**config.mk**
```make
export PLATFORM = sky130hd
export DESIGN_NAME = anf_host
export DESIGN_NICKNAME = d
export VERILOG_FILES = /design/src/hw/anf_pkg.sv /design/src/hw/anf_skid.sv /design/src/hw/anf_host.sv
export SDC_FILE = /design/constraint.sdc
export NUM_CORES = 1
export LEC_CHECK = 0
export BUFFER_PORTS_ARGS = -buffer_cell sky130_fd_sc_hd__buf_4
export CORE_MARGIN = 4
export CORE_UTILIZATION = 54
export DETAILED_ROUTE_END_ITERATION = 8
export GPL_TIMING_DRIVEN = 0
export PLACE_DENSITY = 0.77
export SLEW_MARGIN = 30
export SYNTH_ARGS = -nofsm -noshare
export SYNTH_HDL_FRONTEND = slang
export SYNTH_SLANG_ARGS = --single-unit
```
**constraint.sdc**
```tcl
create_clock -name mclk_i -period 2.3 [get_ports mclk_i]
set_input_delay 0.345 -clock mclk_i [delete_from_list [all_inputs] [get_ports mclk_i]]
set_output_delay 0.345 -clock mclk_i [all_outputs]
set_load 0.05 [all_outputs]
```
**src/hw/anf_pkg.sv**
```systemverilog
// package: constants for the nine-bit fifo host controller
package anf_pkg;
  localparam int unsigned ANF_WORD_W   = 9;
  localparam int unsigned ANF_DEPTH    = 1024;
  localparam int unsigned ANF_CLK_MHZ  = 10;
  // strobe low and high phase, ns (host choice, slowest grade is 100 ns)
  localparam int unsigned ANF_STB_NS   = 200;
  localparam int unsigned ANF_STB_CYC  =
    (ANF_STB_NS * ANF_CLK_MHZ + 999) / 1000;
  // reset and rewind pulse width, ns
  localparam int unsigned ANF_RST_NS   = 500;
  localparam int unsigned ANF_RST_CYC  =
    (ANF_RST_NS * ANF_CLK_MHZ + 999) / 1000;
  // extra strobe-high cycles so a flag change clears the synchroniser
  // before the sequencer decides on the next cycle
  localparam int unsigned ANF_SYNC_CYC = 3;
  localparam int unsigned ANF_CNT_W    = 8;
  localparam logic [7:0]  ANF_ONE      = 8'h01;
  localparam logic [7:0]  ANF_ZERO     = 8'h00;
  typedef enum logic [2:0] {
    ANF_ST_RESET, ANF_ST_IDLE, ANF_ST_WLOW, ANF_ST_RLOW,
    ANF_ST_RWLOW, ANF_ST_HIGH
  } anf_state_e;
endpackage

```
**src/hw/anf_skid.sv**
```systemverilog
// two-entry valid/ready buffer for read words
`timescale 1ns/1ps
`default_nettype none
module anf_skid #(
  parameter int unsigned W = 9
) (
  input  wire logic         mclk_i,    // clock
  input  wire logic         sys_rst_i, // sync reset
  input  wire logic [W-1:0] in_data_i, // fill word
  input  wire logic         in_valid_i,// fill valid
  output logic              in_ready_o,// room for a word
  output logic [W-1:0]      out_data_o,// drain word
  output logic              out_valid_o,// drain valid
  input  wire logic         out_ready_i // drain ready
);
  logic [W-1:0] out_reg;
  logic         out_vld_reg;
  logic [W-1:0] spill_reg;
  logic         spill_vld_reg;
  logic         push;
  logic         load;

  assign push        = in_valid_i && in_ready_o;
  // output slot takes a word when empty or drained this cycle
  assign load        = !out_vld_reg || out_ready_i;
  // ready comes from a flop, so the filler sees no path from the drain
  assign in_ready_o  = !spill_vld_reg;
  assign out_data_o  = out_reg;
  assign out_valid_o = out_vld_reg;

  always_ff @(posedge mclk_i) begin
    if (load) begin
      if (spill_vld_reg) begin
        out_reg <= spill_reg;
      end else if (push) begin
        out_reg <= in_data_i;
      end
    end
    if (push && !load) begin
      spill_reg <= in_data_i;
    end
  end

  always_ff @(posedge mclk_i) begin
    if (sys_rst_i) begin
      out_vld_reg   <= 1'b0;
      spill_vld_reg <= 1'b0;
    end else if (load) begin
      out_vld_reg   <= spill_vld_reg || push;
      spill_vld_reg <= 1'b0;
    end else if (push) begin
      spill_vld_reg <= 1'b1;
    end
  end
endmodule
`default_nettype wire

```
**src/hw/anf_host.sv**
```systemverilog
// host controller that drives an asynchronous nine-bit fifo by its pins
// Overview of operation
// - host resets the device after power-up before any write
// - host holds both strobes high throughout reset
// - host keeps both strobes high during a rewind
// - first-load low marks first device in a cascade chain
`timescale 1ns/1ps
`default_nettype none
module anf_host
  import anf_pkg::*;
#(
  parameter int unsigned WORD_W = ANF_WORD_W
) (
  input  wire logic              mclk_i,        // 10 MHz clock
  input  wire logic              sys_rst_i,     // sync reset, high
  // user side
  input  wire logic [WORD_W-1:0] push_data_i,   // word to write
  input  wire logic              push_valid_i,  // write request
  output logic                   push_ready_o,  // write accepted
  output logic [WORD_W-1:0]      pop_data_o,    // word read
  output logic                   pop_valid_o,   // read word valid
  input  wire logic              pop_ready_i,   // user takes word
  input  wire logic              rewind_req_i,  // rewind request pulse
  input  wire logic              clear_req_i,   // device reset request
  input  wire logic              single_mode_i, // tie cascade low
  output logic                   empty_o,       // device empty
  output logic                   full_o,        // device full
  output logic                   half_o,        // device past half
  output logic                   busy_o,        // cycle in progress
  // device pins
  output logic                   master_clear_n_o,   // device reset
  output logic                   write_strobe_n_o,   // write strobe
  output logic                   read_strobe_n_o,    // read strobe
  output logic                   first_load_rewind_n_o, // rewind pulse
  output logic                   cascade_in_n_o,     // mode select
  output logic [WORD_W-1:0]      push_word_o,        // data to device
  input  wire logic [WORD_W-1:0] pop_word_i,         // data from device
  input  wire logic              empty_flag_n_i,     // empty, low
  input  wire logic              full_flag_n_i,      // full, low
  input  wire logic              cascade_out_half_level_n_i // half, low
);
  //----------------------------------------------------------------
  // flag synchronisers: change counts when stages two and three agree
  //----------------------------------------------------------------
  logic [2:0] ef_s_reg;
  logic [2:0] ff_s_reg;
  logic [2:0] hf_s_reg;
  logic       ef_n_reg;
  logic       ff_n_reg;
  logic       hf_n_reg;

  always_ff @(posedge mclk_i) begin
    if (sys_rst_i) begin
      ef_s_reg <= 3'h0;
      ff_s_reg <= 3'h7;
      hf_s_reg <= 3'h7;
    end else begin
      ef_s_reg <= {ef_s_reg[1:0], empty_flag_n_i};
      ff_s_reg <= {ff_s_reg[1:0], full_flag_n_i};
      hf_s_reg <= {hf_s_reg[1:0], cascade_out_half_level_n_i};
    end
  end

  // flags start as empty asserted, full and half clear
  always_ff @(posedge mclk_i) begin
    if (sys_rst_i) begin
      ef_n_reg <= 1'b0;
      ff_n_reg <= 1'b1;
      hf_n_reg <= 1'b1;
    end else begin
      if (ef_s_reg[1] == ef_s_reg[2]) begin
        ef_n_reg <= ef_s_reg[2];
      end
      if (ff_s_reg[1] == ff_s_reg[2]) begin
        ff_n_reg <= ff_s_reg[2];
      end
      if (hf_s_reg[1] == hf_s_reg[2]) begin
        hf_n_reg <= hf_s_reg[2];
      end
    end
  end

  //----------------------------------------------------------------
  // strobe sequencer
  //----------------------------------------------------------------
  anf_state_e             st_reg;
  logic [ANF_CNT_W-1:0]   tmr_reg;
  logic                   rew_reg;
  logic                   clr_pend_reg;
  logic                   rew_pend_reg;
  logic [WORD_W-1:0]      cap_reg;
  logic                   cap_vld_reg;
  logic                   buf_ready;
  logic                   tmr_done;
  logic                   can_wr;
  logic                   can_rd;

  assign tmr_done = (tmr_reg == ANF_CNT_W'(0));
  // strobe only while the flag allows the pointer to move
  assign can_wr = push_valid_i && ff_n_reg;
  // reads held off while empty; buffer room avoids word loss
  assign can_rd = ef_n_reg && buf_ready && !cap_vld_reg;

  always_ff @(posedge mclk_i) begin
    if (sys_rst_i || clear_req_i) begin
      clr_pend_reg <= 1'b1;
    end else if (st_reg == ANF_ST_RESET && tmr_done) begin
      clr_pend_reg <= 1'b0;
    end
  end

  always_ff @(posedge mclk_i) begin
    if (sys_rst_i) begin
      rew_pend_reg <= 1'b0;
    end else if (rewind_req_i) begin
      rew_pend_reg <= 1'b1;
    end else if (st_reg == ANF_ST_IDLE && !clr_pend_reg) begin
      rew_pend_reg <= 1'b0;
    end
  end

  always_ff @(posedge mclk_i) begin
    if (sys_rst_i) begin
      st_reg  <= ANF_ST_RESET;
      tmr_reg <= ANF_CNT_W'(ANF_RST_CYC);
      rew_reg <= 1'b0;
    end else begin
      case (st_reg)
        // device reset held before first write
        ANF_ST_RESET: begin
          if (!tmr_done) begin
            tmr_reg <= tmr_reg - ANF_ONE;
          end else begin
            st_reg  <= ANF_ST_HIGH;
            tmr_reg <= ANF_CNT_W'(ANF_STB_CYC);
          end
        end
        ANF_ST_IDLE: begin
          tmr_reg <= ANF_CNT_W'(ANF_STB_CYC);
          if (clr_pend_reg) begin
            st_reg  <= ANF_ST_RESET;
            tmr_reg <= ANF_CNT_W'(ANF_RST_CYC);
          end else if (rew_pend_reg && single_mode_i) begin
            // rewind issued only with both strobes idle
            st_reg  <= ANF_ST_HIGH;
            rew_reg <= 1'b1;
            tmr_reg <= ANF_CNT_W'(ANF_RST_CYC);
          // read and write strobes may fall together
          end else if (can_wr && can_rd) begin
            st_reg <= ANF_ST_RWLOW;
          end else if (can_wr) begin
            st_reg <= ANF_ST_WLOW;
          end else if (can_rd) begin
            st_reg <= ANF_ST_RLOW;
          end
        end
        ANF_ST_WLOW, ANF_ST_RLOW, ANF_ST_RWLOW: begin
          if (!tmr_done) begin
            tmr_reg <= tmr_reg - ANF_ONE;
          end else begin
            // stale flags would let a strobe hit an empty or full device
            st_reg  <= ANF_ST_HIGH;
            tmr_reg <= ANF_CNT_W'(ANF_STB_CYC + ANF_SYNC_CYC);
          end
        end
        ANF_ST_HIGH: begin
          if (!tmr_done) begin
            tmr_reg <= tmr_reg - ANF_ONE;
          end else begin
            st_reg  <= ANF_ST_IDLE;
            rew_reg <= 1'b0;
          end
        end
        default: begin
          st_reg <= ANF_ST_IDLE;
        end
      endcase
    end
  end

  //----------------------------------------------------------------
  // pins
  //----------------------------------------------------------------
  logic rd_end;
  logic wr_start;
  assign rd_end = (st_reg == ANF_ST_RLOW || st_reg == ANF_ST_RWLOW)
                  && tmr_done;
  assign wr_start = (st_reg == ANF_ST_IDLE) && !clr_pend_reg
                    && !(rew_pend_reg && single_mode_i) && can_wr;

  // both strobes high while reset and rewind are driven
  always_ff @(posedge mclk_i) begin
    if (sys_rst_i) begin
      master_clear_n_o      <= 1'b0;
      write_strobe_n_o      <= 1'b1;
      read_strobe_n_o       <= 1'b1;
      first_load_rewind_n_o <= 1'b1;
      cascade_in_n_o        <= 1'b0;
      push_word_o           <= '0;
    end else begin
      master_clear_n_o <= !(st_reg == ANF_ST_RESET && !tmr_done);
      // write strobe low while full flag is clear
      write_strobe_n_o <= !(st_reg == ANF_ST_WLOW ||
                            st_reg == ANF_ST_RWLOW) || tmr_done;
      // read strobe low opens the oldest word
      read_strobe_n_o  <= !(st_reg == ANF_ST_RLOW ||
                            st_reg == ANF_ST_RWLOW) || tmr_done;
      // expansion holds first-load low: this device is chain head
      first_load_rewind_n_o <= single_mode_i &&
                               !(rew_reg && st_reg == ANF_ST_HIGH &&
                                 !tmr_done);
      cascade_in_n_o   <= !single_mode_i;
      if (wr_start) begin
        push_word_o <= push_data_i;
      end
    end
  end

  // sample data before the read strobe rises and floats it
  always_ff @(posedge mclk_i) begin
    if (sys_rst_i) begin
      cap_vld_reg <= 1'b0;
      cap_reg     <= '0;
    end else if (rd_end) begin
      cap_vld_reg <= 1'b1;
      cap_reg     <= pop_word_i;
    end else if (buf_ready) begin
      cap_vld_reg <= 1'b0;
    end
  end

  logic [WORD_W-1:0] buf_data;
  logic              buf_valid;

  anf_skid #(.W(WORD_W)) u_skid (
    .mclk_i      (mclk_i),
    .sys_rst_i   (sys_rst_i),
    .in_data_i   (cap_reg),
    .in_valid_i  (cap_vld_reg),
    .in_ready_o  (buf_ready),
    .out_data_o  (buf_data),
    .out_valid_o (buf_valid),
    .out_ready_i (pop_ready_i)
  );

  // outputs registered; pop outputs come from the buffer's own flops
  always_ff @(posedge mclk_i) begin
    if (sys_rst_i) begin
      push_ready_o <= 1'b0;
      empty_o      <= 1'b1;
      full_o       <= 1'b0;
      half_o       <= 1'b0;
      busy_o       <= 1'b1;
    end else begin
      push_ready_o <= wr_start;
      // empty and full flags seen by the user
      empty_o      <= !ef_n_reg;
      full_o       <= !ff_n_reg;
      // half level meaningful only in single mode
      half_o       <= !hf_n_reg && single_mode_i;
      busy_o       <= (st_reg != ANF_ST_IDLE);
    end
  end
  assign pop_data_o  = buf_data;
  assign pop_valid_o = buf_valid;
endmodule
`default_nettype wire

```
* After elaboration in Yosys (flattened, before gate mapping)
Cells that the tools add are included.
** Storage, ports and cells
- Register bits :: 75
- Bits of input ports :: 28
- Logic and storage cells :: 121
** Cells by class
- $add $sub $neg :: 1
- Eq/ne operators :: 16
- Mux-type cells :: 24
- Reduce and logical (&&, ||, !) cells :: 52
** Operator list (number)
- $pmux 8 s4 :: 1
- $mux 3 :: 9
- $mux 8 :: 3
- $mux 9 :: 2
- $logic_and 1x1->1 :: 17
- $logic_not 1->1 :: 15
- $pmux 3 s3 :: 1
- $logic_not 8->1 :: 1
- $ne 2x2->1 const B :: 4
- $sub 8x1->8 const B :: 1
- $logic_or 1x1->1 :: 7
- $mux 1 :: 7
- $eq 3x2->1 const B :: 2
- $eq 3x3->1 const B :: 2
- $ne 6x4->1 const B :: 1
- $reduce_bool 2->1 :: 3
- $ne 2x1->1 const B :: 2
- $reduce_and 2->1 :: 2
- $reduce_and 4->1 :: 1
- $reduce_bool 4->1 :: 1
- $reduce_or 4->1 :: 1
- $eq 1x1->1 :: 3
- $eq 3x1->1 const B :: 1
- $logic_not 3->1 :: 1
- 5 further kinds :: 5

* Logic depth before layout (Yosys ltp)
- Depth in word-level cells :: 9
- Mapped depth :: 7
- Gate-level depth less buffers :: 6

* Modules after synthesis
A second synthesis with hierarchy kept.
** Unflattened totals
- Cells, all modules :: 270
- Area, all modules :: 2929.1 um2
** Modules (own cells, without submodules)
- anf_host :: times used 1, cells an instance 233, area an instance 2172.1 um2, sequential area each 1101.1 um2
- anf_skid :: times used 1, cells an instance 37, area an instance 757.0 um2, sequential area each 580.6 um2

* Worst setup path after synthesis
OpenSTA, ideal clock, no wires.
- Kind :: flip-flop to flip-flop
- Start point :: reg u_skid.out_vld_reg, in the netlist u_skid.out_valid_o
- End point :: reg u_skid.spill_reg[0], enable pin
- Arrival :: 1584 ps
- Path slack :: 327 ps
- Stages on the path, launching flop included :: 3
- Buffers on the path :: 0
- Path through :: dfxtp_1 nand2b_1 nor3b_1
** On the way
- Word-level cells in the longest chain between the ends :: 4
** Ends and longest elaborated chain
- start: declaration :: line anf_skid.sv:17 : logic out_vld_reg;
- start signal: assignment :: line anf_skid.sv:49 : out_vld_reg <= spill_vld_reg || push;
- $logic_not 1->1 :: line anf_skid.sv:25 : assign load = !out_vld_reg || out_ready_i;
- $logic_or 1x1->1 :: line anf_skid.sv:25
- $logic_not 1->1 :: line anf_skid.sv:39 : if (push && !load) begin
- $logic_and 1x1->1 :: line anf_skid.sv:39
- end signal: assignment :: line anf_skid.sv:40 : spill_reg <= in_data_i;
- end: declaration :: line anf_skid.sv:18 : logic [W-1:0] spill_reg;
Every way passes these cells.
A chain may end at the register's enable or synchronous reset.

* Worst setup path after layout
- Start point :: reg st_reg[0]
- End point :: reg push_word_o[7]
** On the way
- Word-level cells in the longest chain between the ends :: 4
** Ends and longest elaborated chain
- start: declaration :: line anf_host.sv:86 : anf_state_e st_reg;
- start signal: assignment :: line anf_host.sv:124 : st_reg <= ANF_ST_RESET;
- start signal: assignment :: line anf_host.sv:134 : st_reg <= ANF_ST_HIGH;
- start signal: assignment :: line anf_host.sv:141 : st_reg <= ANF_ST_RESET;
- $eq 3x1->1 :: line anf_host.sv:188 : assign wr_start = (st_reg == ANF_ST_IDLE) && !clr_pend_reg
- $logic_and 1x1->1 :: line anf_host.sv:188
- $logic_and 1x1->1 (2 in series) :: line anf_host.sv:189 : && !(rew_pend_reg && single_mode_i) && can_wr;
- end signal: assignment :: line anf_host.sv:214 : push_word_o <= push_data_i;
- end: declaration :: line anf_host.sv:36 : output logic [WORD_W-1:0] push_word_o,
Every way passes these cells.

==> flow_summary_export.csv <==
group,metric,value,unit
clocking,cts.sinks,75,
worst_setup_path,crit_type,"flip-flop to flip-flop",
floorplan,core,5200,sq um
yosys,synth_fp_nets,305,
timing,relSlewSlack,0.471,
worst_setup_path,r2r-end,"push_word_o[7]",
worst_setup_path,rrSetupSlack,0.32,ns
yosys,avgSynthCellArea,10.8,sq um
routing,met1_length,2.79,mm
power,intPower,2.09,mW
timing,hold_viol,0,
timing,worst_slew_pin_slew,0.791,ns
global_routing,first_global_vias,2136,
clocking,cts-root-buf,"clkbuf_8",
outcome,status,"finished, final reports clean",
power,p_comb_frac,0.081,
clocking,ctsHoldBuffers,0,
layout,multi_input_area,1210,sq um
run,max-cap-violations,0,
worst_setup_path,cp-end-kind,"flip-flop",
layout,layout.nets,372,
floorplan,die_w,82.2,um
power,p_sw,637,uW
layout,seqCellArea,1680,sq um
routing,drc_errors,0,
hold_path,min_to,"clr_pend_reg",
yosys,ys.flop_type,"dfxtp_1",
hold_path,hp-class,"input port to flip-flop",
clocking,cts_tree,"built",
worst_setup_path,worst_r2r_startpoint,"st_reg[0]",
place,io_buffers,56,
layout,area_growth,24.7,%
worst_setup_path,worstPathArrival,2.20,ns
power,peakVddDrop,0.000564,V
hold_path,min_delay_path_depth,2,
layout,layout_commonest_cell,"dfxtp_1",
worst_setup_path,startpoint_type,"flip-flop",
timing,fmax,0.504,GHz
timing,slew_violations,0,
routing,dr.first_iter.drc_count,144,
worst_setup_path,crit_required,2.51,ns
timing,fin_tns_setup,0,ns
routing,vias_per_cell,5.42,
routing,top_layer,"met4",
layout,n_antenna_cell,0,
global_routing,grt_max_degree,15,
layout,drive_gt1_frac,0.291,
worst_setup_path,path_cells,"nor3b_1 -> nand4_1 -> buf_2 -> mux2i_1 -> nor2_1",
clocking,numCtsBuffers,9,
clocking,cts_max_path_buffers,2,
worst_setup_path,slowest_delay,0.70,ns
yosys,ys_warn_count,0,
global_routing,grt_overflow_total,0,
timing,rsz0062_at_grt,"false",
timing,min_period_over_period,0.862,
yosys,ys_seq_area_frac,0.566,
layout,fillerInstances,402,
power,pwr-share-clk,0.408,
yosys,ys_ff_latch,75,
global_routing,antenna_found_initial,0,
timing,finalSetupViolations,0,
clocking,cts.clk_slew.worst_paths,0.08,ns
worst_setup_path,timing.critical_path.max_delay_family,"simple AND/OR/NAND/NOR gates",
floorplan,io-pin-count,57,
clocking,postCtsSetupBuffers,0,
timing,finalClockSkew,0.00756,ns
floorplan,die_area,6760,sq um
worst_setup_path,reg2reg_depth,5,
routing,wl_per_cell,14.6,um
layout,fin_util,0.713,
yosys,synth_enable_flop_cells,18,
power,cellLeakagePower,1.53,nW
routing,vias,2262,
yosys,synth.distinct_cells,53,
global_routing,grt_use_total,0.198,
power,sw_frac_of_total,0.233,
yosys,async_flop_share,0,
routing,wl,6.09,mm
layout,most-common-layout-cells,"57 x dfxtp_1, 56 x buf_4, 32 x nor2_1",
routing,met3_length,436,um
worst_setup_path,slowest_stage,"nor3b_1",
routing,antenna_left,0,
clocking,htree_levels,3,
timing,fin_crit,1.98,ns
place,place_congestion,0.889,
floorplan,start_util,0.571,
floorplan,die_h,82.2,um
clocking,worst_skew_pair.late_latency,0.34,ns
yosys,syn_inst,275,
worst_setup_path,cp_num_buf_inv,1,
routing,wl_met2,2.78,mm
clocking,cts_resized,0,
global_routing,grt_pass1_wl,10.0,mm
hold_path,hp-start,"clear_req_i",
worst_setup_path,cp_max_fo,10,
power,powerDensity,736,nW/um^2
place,hpwl,4.36,mm
routing,first_pass_iters,4,
floorplan,rows,26,
yosys,synthesis.area,2970,sq um
power,p_seq_frac,0.511,
[final cells by class]
type	instances	share of cell area
buffer	14	0.0175
timing repair buffer	56	0.113
multi-input combinational	180	0.326
clock buffer	9	0.0334
tap	70	0.0236
clock inverter	7	0.0267
inverter	6	0.00607
sequential	75	0.453
[Yosys cell counts, types with 2 or more instances]
| cell | instances | area [sq um] |
|---|---|---|
| mux2i_1 | 18 | 180 |
| nand4_1 | 2 | 12.5 |
| o21ai_0 | 8 | 40.0 |
| ha_1 | 2 | 25.0 |
| nor2_1 | 32 | 120 |
| clkbuf_1 | 7 | 26.3 |
| or2_2 | 7 | 43.8 |
| nor3_1 | 7 | 35.0 |
| nand3_1 | 6 | 30.0 |
| buf_1 | 2 | 7.51 |
| nand2_1 | 15 | 56.3 |
| nor2b_1 | 5 | 31.3 |
| o211ai_1 | 2 | 15.0 |
| o21bai_1 | 2 | 15.0 |
| a22oi_1 | 2 | 15.0 |
| a21oi_1 | 16 | 80.1 |
| mux2_2 | 9 | 101 |
| nor3b_1 | 4 | 30.0 |
| nand2b_1 | 3 | 18.8 |
| o21a_1 | 2 | 15.0 |
| o22ai_1 | 3 | 18.8 |
| edfxtp_1 | 18 | 541 |
| o31ai_1 | 3 | 22.5 |
| buf_2 | 4 | 20.0 |
| or3b_2 | 2 | 17.5 |
| o31a_1 | 2 | 17.5 |
| dfxtp_1 | 57 | 1140 |
| a31oi_1 | 5 | 31.3 |
| inv_1 | 5 | 18.8 |
| and2_1 | 2 | 12.5 |
[kinds of logic after synthesis]
family,synth area share
xor+xnor,0.00589
mux,0.0947
compound gates,0.133
fa+ha+maj,0.00842
buf+inv,0.0295
flops,0.566
simple gates,0.163
[power groups by stage]
| stage | Combinational [mW] | Clock, mW | Sequential, mW |
|---|---|---|---|
| 2_1_floorplan | 0.130 | 0 | 1.44 |
| 3_3_place_gp | 0.218 | 0 | 1.42 |
| 3_5_place_dp | 0.220 | 0 | 1.42 |
| 4_1_cts | 0.221 | 1.13 | 1.39 |
| 5_1_grt | 0.244 | 1.19 | 1.40 |
| 6_report | 0.221 | 1.11 | 1.39 |
[worst max path at each step]
stage,endpoint,start,cells past startpoint,slack [ns]
finish,push_word_o[7],st_reg[0],5,0.32
floorplan,u_skid.spill_reg[0],u_skid.out_valid_o,2,0.33
CTS,tmr_reg[5],tmr_reg[0],7,0.33
global placement,u_skid.spill_reg[6],u_skid.spill_vld_reg,2,0.16
global route,push_word_o[2],st_reg[0],5,0.19
detailed placement,push_word_o[5],st_reg[0],5,0.36
[layer usage]
metal	vias to the layer above	track usage
met1	1052	0.261
met5	-	0
met4	0	0.0781
met2	66	0.299
li1	1136	-
met3	8	0.0672
[through the flow]
stage,setup slack (ns),power [mW],instances,hold WS (ns),area (sq um)
after detailed placement,0.359,1.64,401,0.398,3490
after CTS,0.334,2.75,417,0.175,3710
after floorplan,0.327,1.57,275,0.377,2970
after global routing,0.188,2.83,417,0.175,3710
final,0.317,2.73,417,0.186,3710
after global placement,0.162,1.64,401,0.393,3480
[worst reg2reg max path: stages, from the launching register on]
cell	delay, ns
dfxtp_1	0.50
nor3b_1	0.70
nand4_1	0.16
buf_2	0.25
mux2i_1	0.19
nor2_1	0.06
Power figures use the tool's default switching activity.
